## src/pcb_pkg.sv

```systemverilog
package pcb_pkg;
   // Register offsets inside the peripheral_register_window
   localparam logic [7:0] SERIAL1_CONTROL = 8'h10;
   localparam logic [7:0] SERIAL1_STATUS = 8'h12;
   localparam logic [7:0] SERIAL1_TRANSMIT = 8'h14;
   localparam logic [7:0] SERIAL1_RECEIVE = 8'h16;
   localparam logic [7:0] SERIAL1_BAUD_DIVISOR = 8'h18;
   localparam logic [7:0] IRQ_VECTOR = 8'h20;
   localparam logic [7:0] IRQ_END_OF_SERVICE = 8'h22;
   localparam logic [7:0] IRQ_POLL = 8'h24;
   localparam logic [7:0] IRQ_POLL_STATUS = 8'h26;
   localparam logic [7:0] IRQ_MASK = 8'h28;
   localparam logic [7:0] IRQ_PRIORITY_MASK = 8'h2A;
   localparam logic [7:0] IRQ_IN_SERVICE = 8'h2C;
   localparam logic [7:0] IRQ_REQUEST = 8'h2E;
   localparam logic [7:0] IRQ_STATUS = 8'h30;
   localparam logic [7:0] TIMER_IRQ_CONTROL = 8'h32;
   localparam logic [7:0] DMA0_EXT5_IRQ_CONTROL = 8'h34;
   localparam logic [7:0] DMA1_EXT6_IRQ_CONTROL = 8'h36;
   localparam logic [7:0] EXT0_IRQ_CONTROL = 8'h38;
   localparam logic [7:0] EXT1_IRQ_CONTROL = 8'h3A;
   localparam logic [7:0] EXT2_IRQ_CONTROL = 8'h3C;
   localparam logic [7:0] EXT3_IRQ_CONTROL = 8'h3E;
   localparam logic [7:0] EXT4_IRQ_CONTROL = 8'h40;
   localparam logic [7:0] SERIAL1_IRQ_CONTROL = 8'h42;
   localparam logic [7:0] SERIAL0_IRQ_CONTROL = 8'h44;
   localparam logic [7:0] TIMER0_COUNT = 8'h50;
   localparam logic [7:0] TIMER0_COMPARE_A = 8'h52;
   localparam logic [7:0] TIMER0_COMPARE_B = 8'h54;
   localparam logic [7:0] TIMER0_MODE = 8'h56;
   localparam logic [7:0] TIMER1_COUNT = 8'h58;
   localparam logic [7:0] TIMER1_COMPARE_A = 8'h5A;
   localparam logic [7:0] TIMER1_COMPARE_B = 8'h5C;
   localparam logic [7:0] TIMER1_MODE = 8'h5E;
   localparam logic [7:0] TIMER2_COUNT = 8'h60;
   localparam logic [7:0] TIMER2_COMPARE_A = 8'h62;
   localparam logic [7:0] TIMER2_MODE = 8'h66;
   localparam logic [7:0] GPIO0_MODE = 8'h70;
   localparam logic [7:0] GPIO0_DIRECTION = 8'h72;
   localparam logic [7:0] GPIO0_DATA = 8'h74;
   localparam logic [7:0] GPIO1_MODE = 8'h76;
   localparam logic [7:0] GPIO1_DIRECTION = 8'h78;
   localparam logic [7:0] GPIO1_DATA = 8'h7A;
   localparam logic [7:0] SERIAL0_CONTROL = 8'h80;
   localparam logic [7:0] SERIAL0_STATUS = 8'h82;
   localparam logic [7:0] SERIAL0_TRANSMIT = 8'h84;
   localparam logic [7:0] SERIAL0_RECEIVE = 8'h86;
   localparam logic [7:0] SERIAL0_BAUD_DIVISOR = 8'h88;
   localparam logic [7:0] UPPER_MEMORY_SELECT = 8'hA0;
   localparam logic [7:0] LOWER_MEMORY_SELECT = 8'hA2;
   localparam logic [7:0] PERIPHERAL_SELECT = 8'hA4;
   localparam logic [7:0] MIDRANGE_MEMORY_SELECT = 8'hA6;
   localparam logic [7:0] SELECT_AUXILIARY = 8'hA8;
   localparam logic [7:0] DMA0_BASE = 8'hC0;
   localparam logic [7:0] DMA0_LAST = 8'hCA;
   localparam logic [7:0] DMA1_BASE = 8'hD0;
   localparam logic [7:0] DMA1_LAST = 8'hDA;
   localparam logic [7:0] CLOCK_PRESCALER = 8'hE2;
   localparam logic [7:0] RCU_ENABLE = 8'hE4;
   localparam logic [7:0] WATCHDOG_CONTROL = 8'hE6;
   localparam logic [7:0] SYSTEM_CONFIG = 8'hF0;
   localparam logic [7:0] AUX_CONFIG = 8'hF2;
   localparam logic [7:0] RELEASE_LEVEL = 8'hF4;
   localparam logic [7:0] RESET_CONFIG = 8'hF6;
   localparam logic [7:0] WINDOW_RELOCATION = 8'hFE;

   // Relocation layout: base upper address byte, and space select bit
   localparam int RELOC_BASE_LSB = 0;
   localparam int RELOC_MEM_BIT = 12;
   localparam logic [15:0] RELOC_RESET = 16'h00FF;
   // Arbitrary value, no meaning beyond this design
   localparam logic [15:0] RELEASE_RESET = 16'h0001;

   // PLL multiplies by one: internal clock equals crystal frequency
   localparam int PLL_MULTIPLY = 1;
   localparam int CLK_PERIOD_NS = 20;
   localparam int PLL_LOCK_NS = 2000;
   localparam int PLL_LOCK_CYCLES = (PLL_LOCK_NS + CLK_PERIOD_NS - 1) / CLK_PERIOD_NS;

   function automatic logic offset_mapped(input logic [7:0] off);
      logic hit;
      hit = 1'b0;
      case (off)
         SERIAL1_CONTROL, SERIAL1_STATUS, SERIAL1_TRANSMIT, SERIAL1_RECEIVE,
         SERIAL1_BAUD_DIVISOR, IRQ_VECTOR, IRQ_END_OF_SERVICE, IRQ_POLL,
         IRQ_POLL_STATUS, IRQ_MASK, IRQ_PRIORITY_MASK, IRQ_IN_SERVICE, IRQ_REQUEST,
         IRQ_STATUS, TIMER_IRQ_CONTROL, DMA0_EXT5_IRQ_CONTROL, DMA1_EXT6_IRQ_CONTROL,
         EXT0_IRQ_CONTROL, EXT1_IRQ_CONTROL, EXT2_IRQ_CONTROL, EXT3_IRQ_CONTROL,
         EXT4_IRQ_CONTROL, SERIAL1_IRQ_CONTROL, SERIAL0_IRQ_CONTROL,
         TIMER0_COUNT, TIMER0_COMPARE_A, TIMER0_COMPARE_B, TIMER0_MODE,
         TIMER1_COUNT, TIMER1_COMPARE_A, TIMER1_COMPARE_B, TIMER1_MODE,
         TIMER2_COUNT, TIMER2_COMPARE_A, TIMER2_MODE,
         GPIO0_MODE, GPIO0_DIRECTION, GPIO0_DATA, GPIO1_MODE, GPIO1_DIRECTION, GPIO1_DATA,
         SERIAL0_CONTROL, SERIAL0_STATUS, SERIAL0_TRANSMIT, SERIAL0_RECEIVE,
         SERIAL0_BAUD_DIVISOR, UPPER_MEMORY_SELECT, LOWER_MEMORY_SELECT,
         PERIPHERAL_SELECT, MIDRANGE_MEMORY_SELECT, SELECT_AUXILIARY,
         CLOCK_PRESCALER, RCU_ENABLE, WATCHDOG_CONTROL, SYSTEM_CONFIG, AUX_CONFIG,
         RELEASE_LEVEL, RESET_CONFIG, WINDOW_RELOCATION:
            hit = 1'b1;
         default:
            hit = ((off >= DMA0_BASE) && (off <= DMA0_LAST))
               || ((off >= DMA1_BASE) && (off <= DMA1_LAST));
      endcase
      return hit;
   endfunction

   typedef enum logic [1:0] {
      HOST_IDLE = 2'b00,
      HOST_WAIT = 2'b01
   } host_state_t;
endpackage

```

## src/pcb_if.sv

```systemverilog
`timescale 1ns/1ps
interface pcb_if;
   logic req;
   logic write;
   logic byte_size;
   logic mem_space;
   logic narrow_bus;
   logic [15:0] addr;
   logic [15:0] wdata;
   logic ack;
   logic hit;
   logic [15:0] rdata;

   modport device (input req, write, byte_size, mem_space, narrow_bus, addr, wdata,
                   output ack, hit, rdata);
   modport core (output req, write, byte_size, mem_space, narrow_bus, addr, wdata,
                 input ack, hit, rdata);
endinterface

```

## src/pcb_device.sv

```systemverilog
`timescale 1ns/1ps
module pcb_device
   import pcb_pkg::*;
(
   input wire logic clk_in,
   input wire logic nrst_in,
   pcb_if.device bus,
   input wire logic [15:0] strap_in,
   input wire logic por_in,
   output logic pll_reset_out,
   output logic pll_locked_out,
   output logic reg_write_out,
   output logic [7:0] reg_write_offset_out,
   output logic [15:0] reg_write_data_out
);
   import pcb_pkg::*;

   localparam int LOCK_W = $clog2(PLL_LOCK_CYCLES + 1);
   localparam logic [LOCK_W-1:0] LOCK_DONE = LOCK_W'(PLL_LOCK_CYCLES);

   typedef struct packed {
      logic [127:0][15:0] regs;
      logic [1:0][15:0] strap_sync;
      logic [1:0] por_sync;
      logic [LOCK_W-1:0] lock_cnt;
      logic locked;
      logic ack;
      logic hit;
      logic [15:0] rdata;
      logic wr_stb;
      logic [7:0] wr_off;
      logic [15:0] wr_data;
      // Reset seen on the previous edge
      logic was_reset;
   } dev_state_t;

   // Peripheral that each offset is decoded to; all registers sit in regs here
   typedef enum logic [2:0] {
      OWNER_NONE = 3'b000,
      OWNER_SERIAL = 3'b001,
      OWNER_IRQ = 3'b010,
      OWNER_TIMER = 3'b011,
      OWNER_GPIO = 3'b100,
      OWNER_SELECT = 3'b101,
      OWNER_DMA = 3'b110,
      OWNER_CONTROL = 3'b111
   } owner_t;

   dev_state_t st;
   dev_state_t next_st;
   logic [7:0] off;
   logic [6:0] idx;
   logic [7:0] word_off;
   owner_t owner;
   logic in_window;
   logic mapped;

   ////////////////////////////////////////////////////////////////////////////
   // Decode
   assign off = bus.addr[7:0];
   // Bit 0 dropped: an odd offset reaches the word at the even offset below it
   assign idx = off[7:1];
   // Upper byte against relocation base, space must agree
   assign in_window = (bus.addr[15:8] == st.regs[WINDOW_RELOCATION[7:1]][RELOC_BASE_LSB +: 8])
      && (bus.mem_space == st.regs[WINDOW_RELOCATION[7:1]][RELOC_MEM_BIT]);
   assign word_off = {idx, 1'b0};

   ////////////////////////////////////////////////////////////////////////////
   // Owner decode
   // One table for the whole window, while every register sits in regs in this
   // module; a new peripheral also needs its offsets added to offset_mapped
   always_comb
   begin
      owner = OWNER_NONE;
      case (word_off)
         SERIAL1_CONTROL, SERIAL1_STATUS, SERIAL1_TRANSMIT, SERIAL1_RECEIVE,
         SERIAL1_BAUD_DIVISOR, SERIAL0_CONTROL, SERIAL0_STATUS, SERIAL0_TRANSMIT,
         SERIAL0_RECEIVE, SERIAL0_BAUD_DIVISOR:
            owner = OWNER_SERIAL;
         IRQ_VECTOR, IRQ_END_OF_SERVICE, IRQ_POLL, IRQ_POLL_STATUS, IRQ_MASK,
         IRQ_PRIORITY_MASK, IRQ_IN_SERVICE, IRQ_REQUEST, IRQ_STATUS, TIMER_IRQ_CONTROL,
         DMA0_EXT5_IRQ_CONTROL, DMA1_EXT6_IRQ_CONTROL, EXT0_IRQ_CONTROL, EXT1_IRQ_CONTROL,
         EXT2_IRQ_CONTROL, EXT3_IRQ_CONTROL, EXT4_IRQ_CONTROL, SERIAL1_IRQ_CONTROL,
         SERIAL0_IRQ_CONTROL:
            owner = OWNER_IRQ;
         TIMER0_COUNT, TIMER0_COMPARE_A, TIMER0_COMPARE_B, TIMER0_MODE,
         TIMER1_COUNT, TIMER1_COMPARE_A, TIMER1_COMPARE_B, TIMER1_MODE,
         TIMER2_COUNT, TIMER2_COMPARE_A, TIMER2_MODE:
            owner = OWNER_TIMER;
         GPIO0_MODE, GPIO0_DIRECTION, GPIO0_DATA, GPIO1_MODE, GPIO1_DIRECTION, GPIO1_DATA:
            owner = OWNER_GPIO;
         UPPER_MEMORY_SELECT, LOWER_MEMORY_SELECT, PERIPHERAL_SELECT,
         MIDRANGE_MEMORY_SELECT, SELECT_AUXILIARY:
            owner = OWNER_SELECT;
         CLOCK_PRESCALER, RCU_ENABLE, WATCHDOG_CONTROL, SYSTEM_CONFIG, AUX_CONFIG,
         RELEASE_LEVEL, RESET_CONFIG, WINDOW_RELOCATION:
            owner = OWNER_CONTROL;
         default:
         begin
            // Six word registers per channel, the gap between channels reserved
            if (((word_off >= DMA0_BASE) && (word_off <= DMA0_LAST))
               || ((word_off >= DMA1_BASE) && (word_off <= DMA1_LAST)))
            begin
               owner = OWNER_DMA;
            end
            else
            begin
               // No partition register: its old offset stays reserved
               owner = OWNER_NONE;
            end
         end
      endcase
   end

   assign mapped = (owner != OWNER_NONE);

   ////////////////////////////////////////////////////////////////////////////
   // Next state
   always_comb
   begin
      next_st = st;
      next_st.strap_sync = {st.strap_sync[0], strap_in};
      next_st.por_sync = {st.por_sync[0], por_in};
      next_st.ack = 1'b0;
      next_st.wr_stb = 1'b0;
      // PLL lock follows power-on alone, not the processor reset
      if (st.por_sync[1])
      begin
         next_st.lock_cnt = '0;
         next_st.locked = 1'b0;
      end
      else if (st.lock_cnt != LOCK_DONE)
      begin
         next_st.lock_cnt = st.lock_cnt + 1'b1;
      end
      else
      begin
         next_st.locked = 1'b1;
      end
      next_st.was_reset = !nrst_in;
      // Straps arrive two edges late through the synchroniser, so a short
      // reset would miss them: taken once more on the first edge after it
      if (nrst_in && st.was_reset)
      begin
         next_st.regs[RESET_CONFIG[7:1]] = st.strap_sync[1];
      end
      if (!nrst_in)
      begin
         next_st.regs = '0;
         next_st.regs[WINDOW_RELOCATION[7:1]] = RELOC_RESET;
         next_st.regs[RELEASE_LEVEL[7:1]] = RELEASE_RESET;
         // Straps followed through reset
         next_st.regs[RESET_CONFIG[7:1]] = st.strap_sync[1];
         next_st.hit = 1'b0;
         next_st.rdata = '0;
         next_st.wr_off = '0;
         next_st.wr_data = '0;
      end
      else if (bus.req && !st.ack && st.locked)
      begin
         next_st.ack = 1'b1;
         next_st.hit = in_window;
         next_st.rdata = '0;
         // Width of the overlaid space and the access size do not matter here
         if (in_window && mapped)
         begin
            if (bus.write)
            begin
               next_st.regs[idx] = bus.wdata;
               next_st.wr_stb = 1'b1;
               next_st.wr_off = {idx, 1'b0};
               next_st.wr_data = bus.wdata;
            end
            else
            begin
               next_st.rdata = st.regs[idx];
            end
         end
      end
   end

   always_ff @(posedge clk_in)
   begin
      st <= next_st;
   end

   ////////////////////////////////////////////////////////////////////////////
   // Outputs
   assign bus.ack = st.ack;
   assign bus.hit = st.hit;
   assign bus.rdata = st.rdata;
   assign pll_reset_out = st.por_sync[1];
   assign pll_locked_out = st.locked;
   assign reg_write_out = st.wr_stb;
   assign reg_write_offset_out = st.wr_off;
   assign reg_write_data_out = st.wr_data;
endmodule // pcb_device

```

## src/flat_wrapper.sv

```systemverilog
// flat-port wrapper written by rule: the top's interface ports become plain ports
module pcb_device_flat import pcb_pkg::*;
  (clk_in, nrst_in, strap_in, por_in, pll_reset_out, pll_locked_out, reg_write_out, reg_write_offset_out, reg_write_data_out, bus_req, bus_write, bus_byte_size, bus_mem_space, bus_narrow_bus, bus_addr, bus_wdata, bus_ack, bus_hit, bus_rdata);
  pcb_if bus_i ();
  input wire logic clk_in;
  input wire logic nrst_in;
  input wire logic [15:0] strap_in;
  input wire logic por_in;
  output logic pll_reset_out;
  output logic pll_locked_out;
  output logic reg_write_out;
  output logic [7:0] reg_write_offset_out;
  output logic [15:0] reg_write_data_out;
  input wire logic [$bits(bus_i.req)-1:0] bus_req;
  input wire logic [$bits(bus_i.write)-1:0] bus_write;
  input wire logic [$bits(bus_i.byte_size)-1:0] bus_byte_size;
  input wire logic [$bits(bus_i.mem_space)-1:0] bus_mem_space;
  input wire logic [$bits(bus_i.narrow_bus)-1:0] bus_narrow_bus;
  input wire logic [$bits(bus_i.addr)-1:0] bus_addr;
  input wire logic [$bits(bus_i.wdata)-1:0] bus_wdata;
  output wire logic [$bits(bus_i.ack)-1:0] bus_ack;
  output wire logic [$bits(bus_i.hit)-1:0] bus_hit;
  output wire logic [$bits(bus_i.rdata)-1:0] bus_rdata;
  assign bus_i.req = bus_req;
  assign bus_i.write = bus_write;
  assign bus_i.byte_size = bus_byte_size;
  assign bus_i.mem_space = bus_mem_space;
  assign bus_i.narrow_bus = bus_narrow_bus;
  assign bus_i.addr = bus_addr;
  assign bus_i.wdata = bus_wdata;
  assign bus_ack = bus_i.ack;
  assign bus_hit = bus_i.hit;
  assign bus_rdata = bus_i.rdata;
  pcb_device u_core (.clk_in(clk_in), .nrst_in(nrst_in), .bus(bus_i), .strap_in(strap_in), .por_in(por_in), .pll_reset_out(pll_reset_out), .pll_locked_out(pll_locked_out), .reg_write_out(reg_write_out), .reg_write_offset_out(reg_write_offset_out), .reg_write_data_out(reg_write_data_out));
endmodule
```

## config.mk

```make
export PLATFORM = sky130hd
export DESIGN_NAME = pcb_device_flat
export DESIGN_NICKNAME = d
export VERILOG_FILES = /design/src/pcb_pkg.sv /design/src/pcb_if.sv /design/src/pcb_device.sv /design/src/flat_wrapper.sv
export SDC_FILE = /design/constraint.sdc
export NUM_CORES = 2
export LEC_CHECK = 0
export BUFFER_PORTS_ARGS = -buffer_cell sky130_fd_sc_hd__clkbuf_2
export CORE_ASPECT_RATIO = 0.5
export CORE_UTILIZATION = 50
export DETAILED_ROUTE_END_ITERATION = 10
export PLACE_DENSITY = 0.66
export SYNTH_ARGS = -nofsm -noshare
export SYNTH_HDL_FRONTEND = slang
export SYNTH_SLANG_ARGS = --single-unit
```

## constraint.sdc

```tcl
create_clock -name clk_in -period 3.6 [get_ports clk_in]
set_input_delay 0.54 -clock clk_in [delete_from_list [all_inputs] [get_ports clk_in]]
set_output_delay 0.54 -clock clk_in [all_outputs]
set_load 0.05 [all_outputs]
```

==> summary.txt <==
GRT
  • Vias in the first global route: 61600
  • Largest net degree at the start of global routing: 233
  • First-pass GRT wire length: 395000 um
  • All-Layer GR Usage: 30.3%
  • Initial antenna violation count: 15
  • GRT overflow: 0

Detailed routing
  • Routed wire length: 264000 um
  • Number of remaining DRC errors: 0
  • Vias per Instance: 5.86
  • Avg WL per Cell: 23.6 um
  • Via count: 65600
  • TritonRoute pass-1 iters: 6
  • DRC marker count from the first detailed-route iteration: 8500
  • Routed Antenna Nets: 0

Synth
  • Synth cell types: 70
  • Ys flop type: dfxtp_1
  • Post-synth top cells: nand2_1 (2398), dfxtp_1 (2133), a21oi_1 (1198)
  • Synthesized netlist net count: 8919
  • FF+latch count, synth: 2133
  • Post-synth top area share: 50.3%
  • Avg Inst Size Synth: 9.57 um^2
  • Top-count cell post-synth: nand2_1
  • Leading post-synthesis cells by cell area: dfxtp_1 (50%), mux4_2 (12%), nand2_1 (11%), a21oi_1 (7.1%), and2_1 (6.8%)
  • Cells after Synth: 8861
  • Area leader, netlist: dfxtp_1
  • Post-Syn Area: 84800 um^2
  • Post-synth EDFFs: 0
  • Register area share after synthesis: 50.3%
  • Synth warnings: 0
  • Async set or reset register ratio after synthesis: 0%

Worst setup path
  • Worst path required time: 4.33 ns
  • Worst path max stage delay: 0.77 ns
  • CP cell instances: nand3b_1 -> nand4b_1 -> nor4_2 -> and2_4 -> buf_12 -> and3_1 -> nand2_1 -> a21oi_1
  • Startpoint Class: flop
  • Crit path max fanout: 41
  • CP max-delay cell: and3_1
  • CP arrival: 4.09 ns
  • Crit. End Element: flop
  • Worst setup path category: flop to flop

Run status
  • Status: completed

Cells and area
  • Layout Nets: 8839
  • Area Overhead vs Synth: 11.8%
  • Layout Cells excl Fill: 11200
  • Share of cells above drive strength 1: 15.1%

Min path
  • Type of the worst min-delay path: input port to flop

STA
  • Final setup viols: 0
  • Maximum clock frequency: 298 MHz
  • Period utilization: 93.3%
  • Slew HR: 18.7%
  • Slew Limit Fails: 0
  • Period minus WS final: 3.36 ns
  • Worst slew pin tran: 1.21 ns
  • Setup TNS: 0 ns
  • Hold Vio Cnt, Final: 0
  • Skew final: 0.0636 ns
  • RSZ-0062 raised after global routing: false

Power
  • Leakage: 0.0337 uW
  • Power Density: 498 nW/um^2
  • Peak VDD IR: 405 uV

CTS
  • # clock sinks: 2133
  • H-Tree Depth: 4
  • Clock Path Buffers: 4
  • CTS tree: done
  • Post-CTS sizing: 0
  • Hold_buf cts: 17
  • Total CTS buffers: 189
  • Later-pin clock latency in the skew report: 0.85 ns
  • Postcts setup bufs: 0
  • Reg clk slew, reported paths: 0.07 ns
  • Clk root buf: clkbuf_16

Floorplan
  • Die W: 584 um
  • Die Area: 171000 um^2
  • Row cnt: 106
  • Die outline height: 293 um
  • # IOs: 101
  • Core Area: 168000 um^2
  • Starting Density: 50.6%

Placement
  • Cell count after placement: 10800
  • GPL Wtd Cong: 0.949
  • Input/output buffers: 96
  • Detailed placement HPWL: 167000 um

Job
  • # Max-Cap Violations: 0
[critical path, delay by kind of cell, from the launching register on]
kind,cells,cell delay [ns]
flip-flops,1,0.72
AND/OR/NAND/NOR,6,2.09
buffers and inverters,1,0.25
AO/OA/AOI/OAI,1,0.19
[sequential cells by signal (all words and copies together) (netlist names)]
| name | count |
|---|---|
| u_core.pll_reset_out | 1 |
| u_core.reg_write_offset_out | 7 |
| u_core.bus.hit | 1 |
| u_core.bus.rdata | 16 |
| u_core.pll_locked_out | 1 |
| u_core.bus.ack | 1 |
| u_core.reg_write_data_out | 16 |
| u_core.reg_write_out | 1 |
| u_core.st | 2072 |
| u_core.next_st | 17 |
[routing by layer]
metal	global-route usage, %	vias up	wire length [um]
met5	0	-	27
met1	43.9	31900	114000
met2	43.5	3300	111000
li1	-	29800	-
met3	7.12	531	29100
met4	11.4	4	10500
[report_power, final]
group | internal [uW] | switching, uW
Combinational | 712 | 1840
Clock | 11900 | 9130
Sequential | 23600 | 28.3
[layout by cell type, fill, tap and decap left out, types with 8 or more instances in the layout]
cell,instances
clkinv_2,30
o22ai_1,30
a22o_1,20
mux4_2,455
o221ai_1,26
a22oi_1,91
clkbuf_2,73
a211oi_1,28
xnor2_1,11
nor4_1,12
a21oi_1,1198
mux2_2,9
dlygate4sd3_1,17
clkbuf_16,191
dfxtp_1,2133
and3_1,48
nor3_1,20
nand4_1,29
o211ai_1,9
o31ai_1,10
mux4_1,8
and2_1,917
buf_4,409
nor4_4,26
nand2_1,2398
buf_12,60
nor2_1,95
a2bb2oi_1,16
o21ai_0,35
a311oi_1,9
mux2i_1,155
bufinv_16,19
clkbuf_1,41
a221oi_1,25
nand3_1,126
clkbuf_8,39
[through the flow]
step	hold slack (ns)	utilization [%]	instance area [um^2]	total power [uW]	setup slack, ns
floorplan	0.310	-	84800	25600	0.940
finish	0.0828	56.5	94800	47300	0.240
global placement	0.313	52.7	88300	26600	-0.0659
CTS	0.0405	56.5	94800	47400	0.399
detailed placement	0.312	52.7	88300	26600	-0.0499
global route	0.0581	56.5	94800	48500	0.110
[final timing paths]
path	startpoint	endpoint	slack [ns]	cells past startpoint
setup reg to reg	u_core.pll_locked_out$_SDFFE_PP0N_	u_core.st[790]$_SDFFE_PN0P_	0.24	8
hold reg to reg	u_core.next_st[77]$_DFF_P_	u_core.st[77]$_DFF_P_	0.32	0
hold / removal	nrst_in	u_core.st[1869]$_SDFFE_PN0P_	0.08	2
setup / recovery	u_core.pll_locked_out$_SDFFE_PP0N_	u_core.st[790]$_SDFFE_PN0P_	0.24	8
[kinds of logic (layout without fill, tap and decap cells)]
group / count (synthesis) / count (layout) / share of synthesized area, %
AND/OR/NAND/NOR: 3713 / 3713 / 20.3
XOR/XNOR: 15 / 15 / 0.155
other: 1 / 5 / 0.00442
buffers and inverters: 843 / 905 / 4.85
AO/OA/AOI/OAI: 1527 / 1527 / 10.0
flip-flops: 2133 / 2133 / 50.3
adder cells (fa/ha/maj): 2 / 2 / 0.0295
multiplexers: 627 / 627 / 14.3
[final cells by class]
cell class,instances,area [um^2]
multi-input combinational,5885,38100
clock inverter,62,846
tap,2268,2840
fill,14200,72900
timing repair buffer,564,4870
antenna,4,10.0
clock buffer,271,5470
inverter,8,40.0
sequential,2133,42700
No activity file was read; power rests on OpenSTA's default activity.
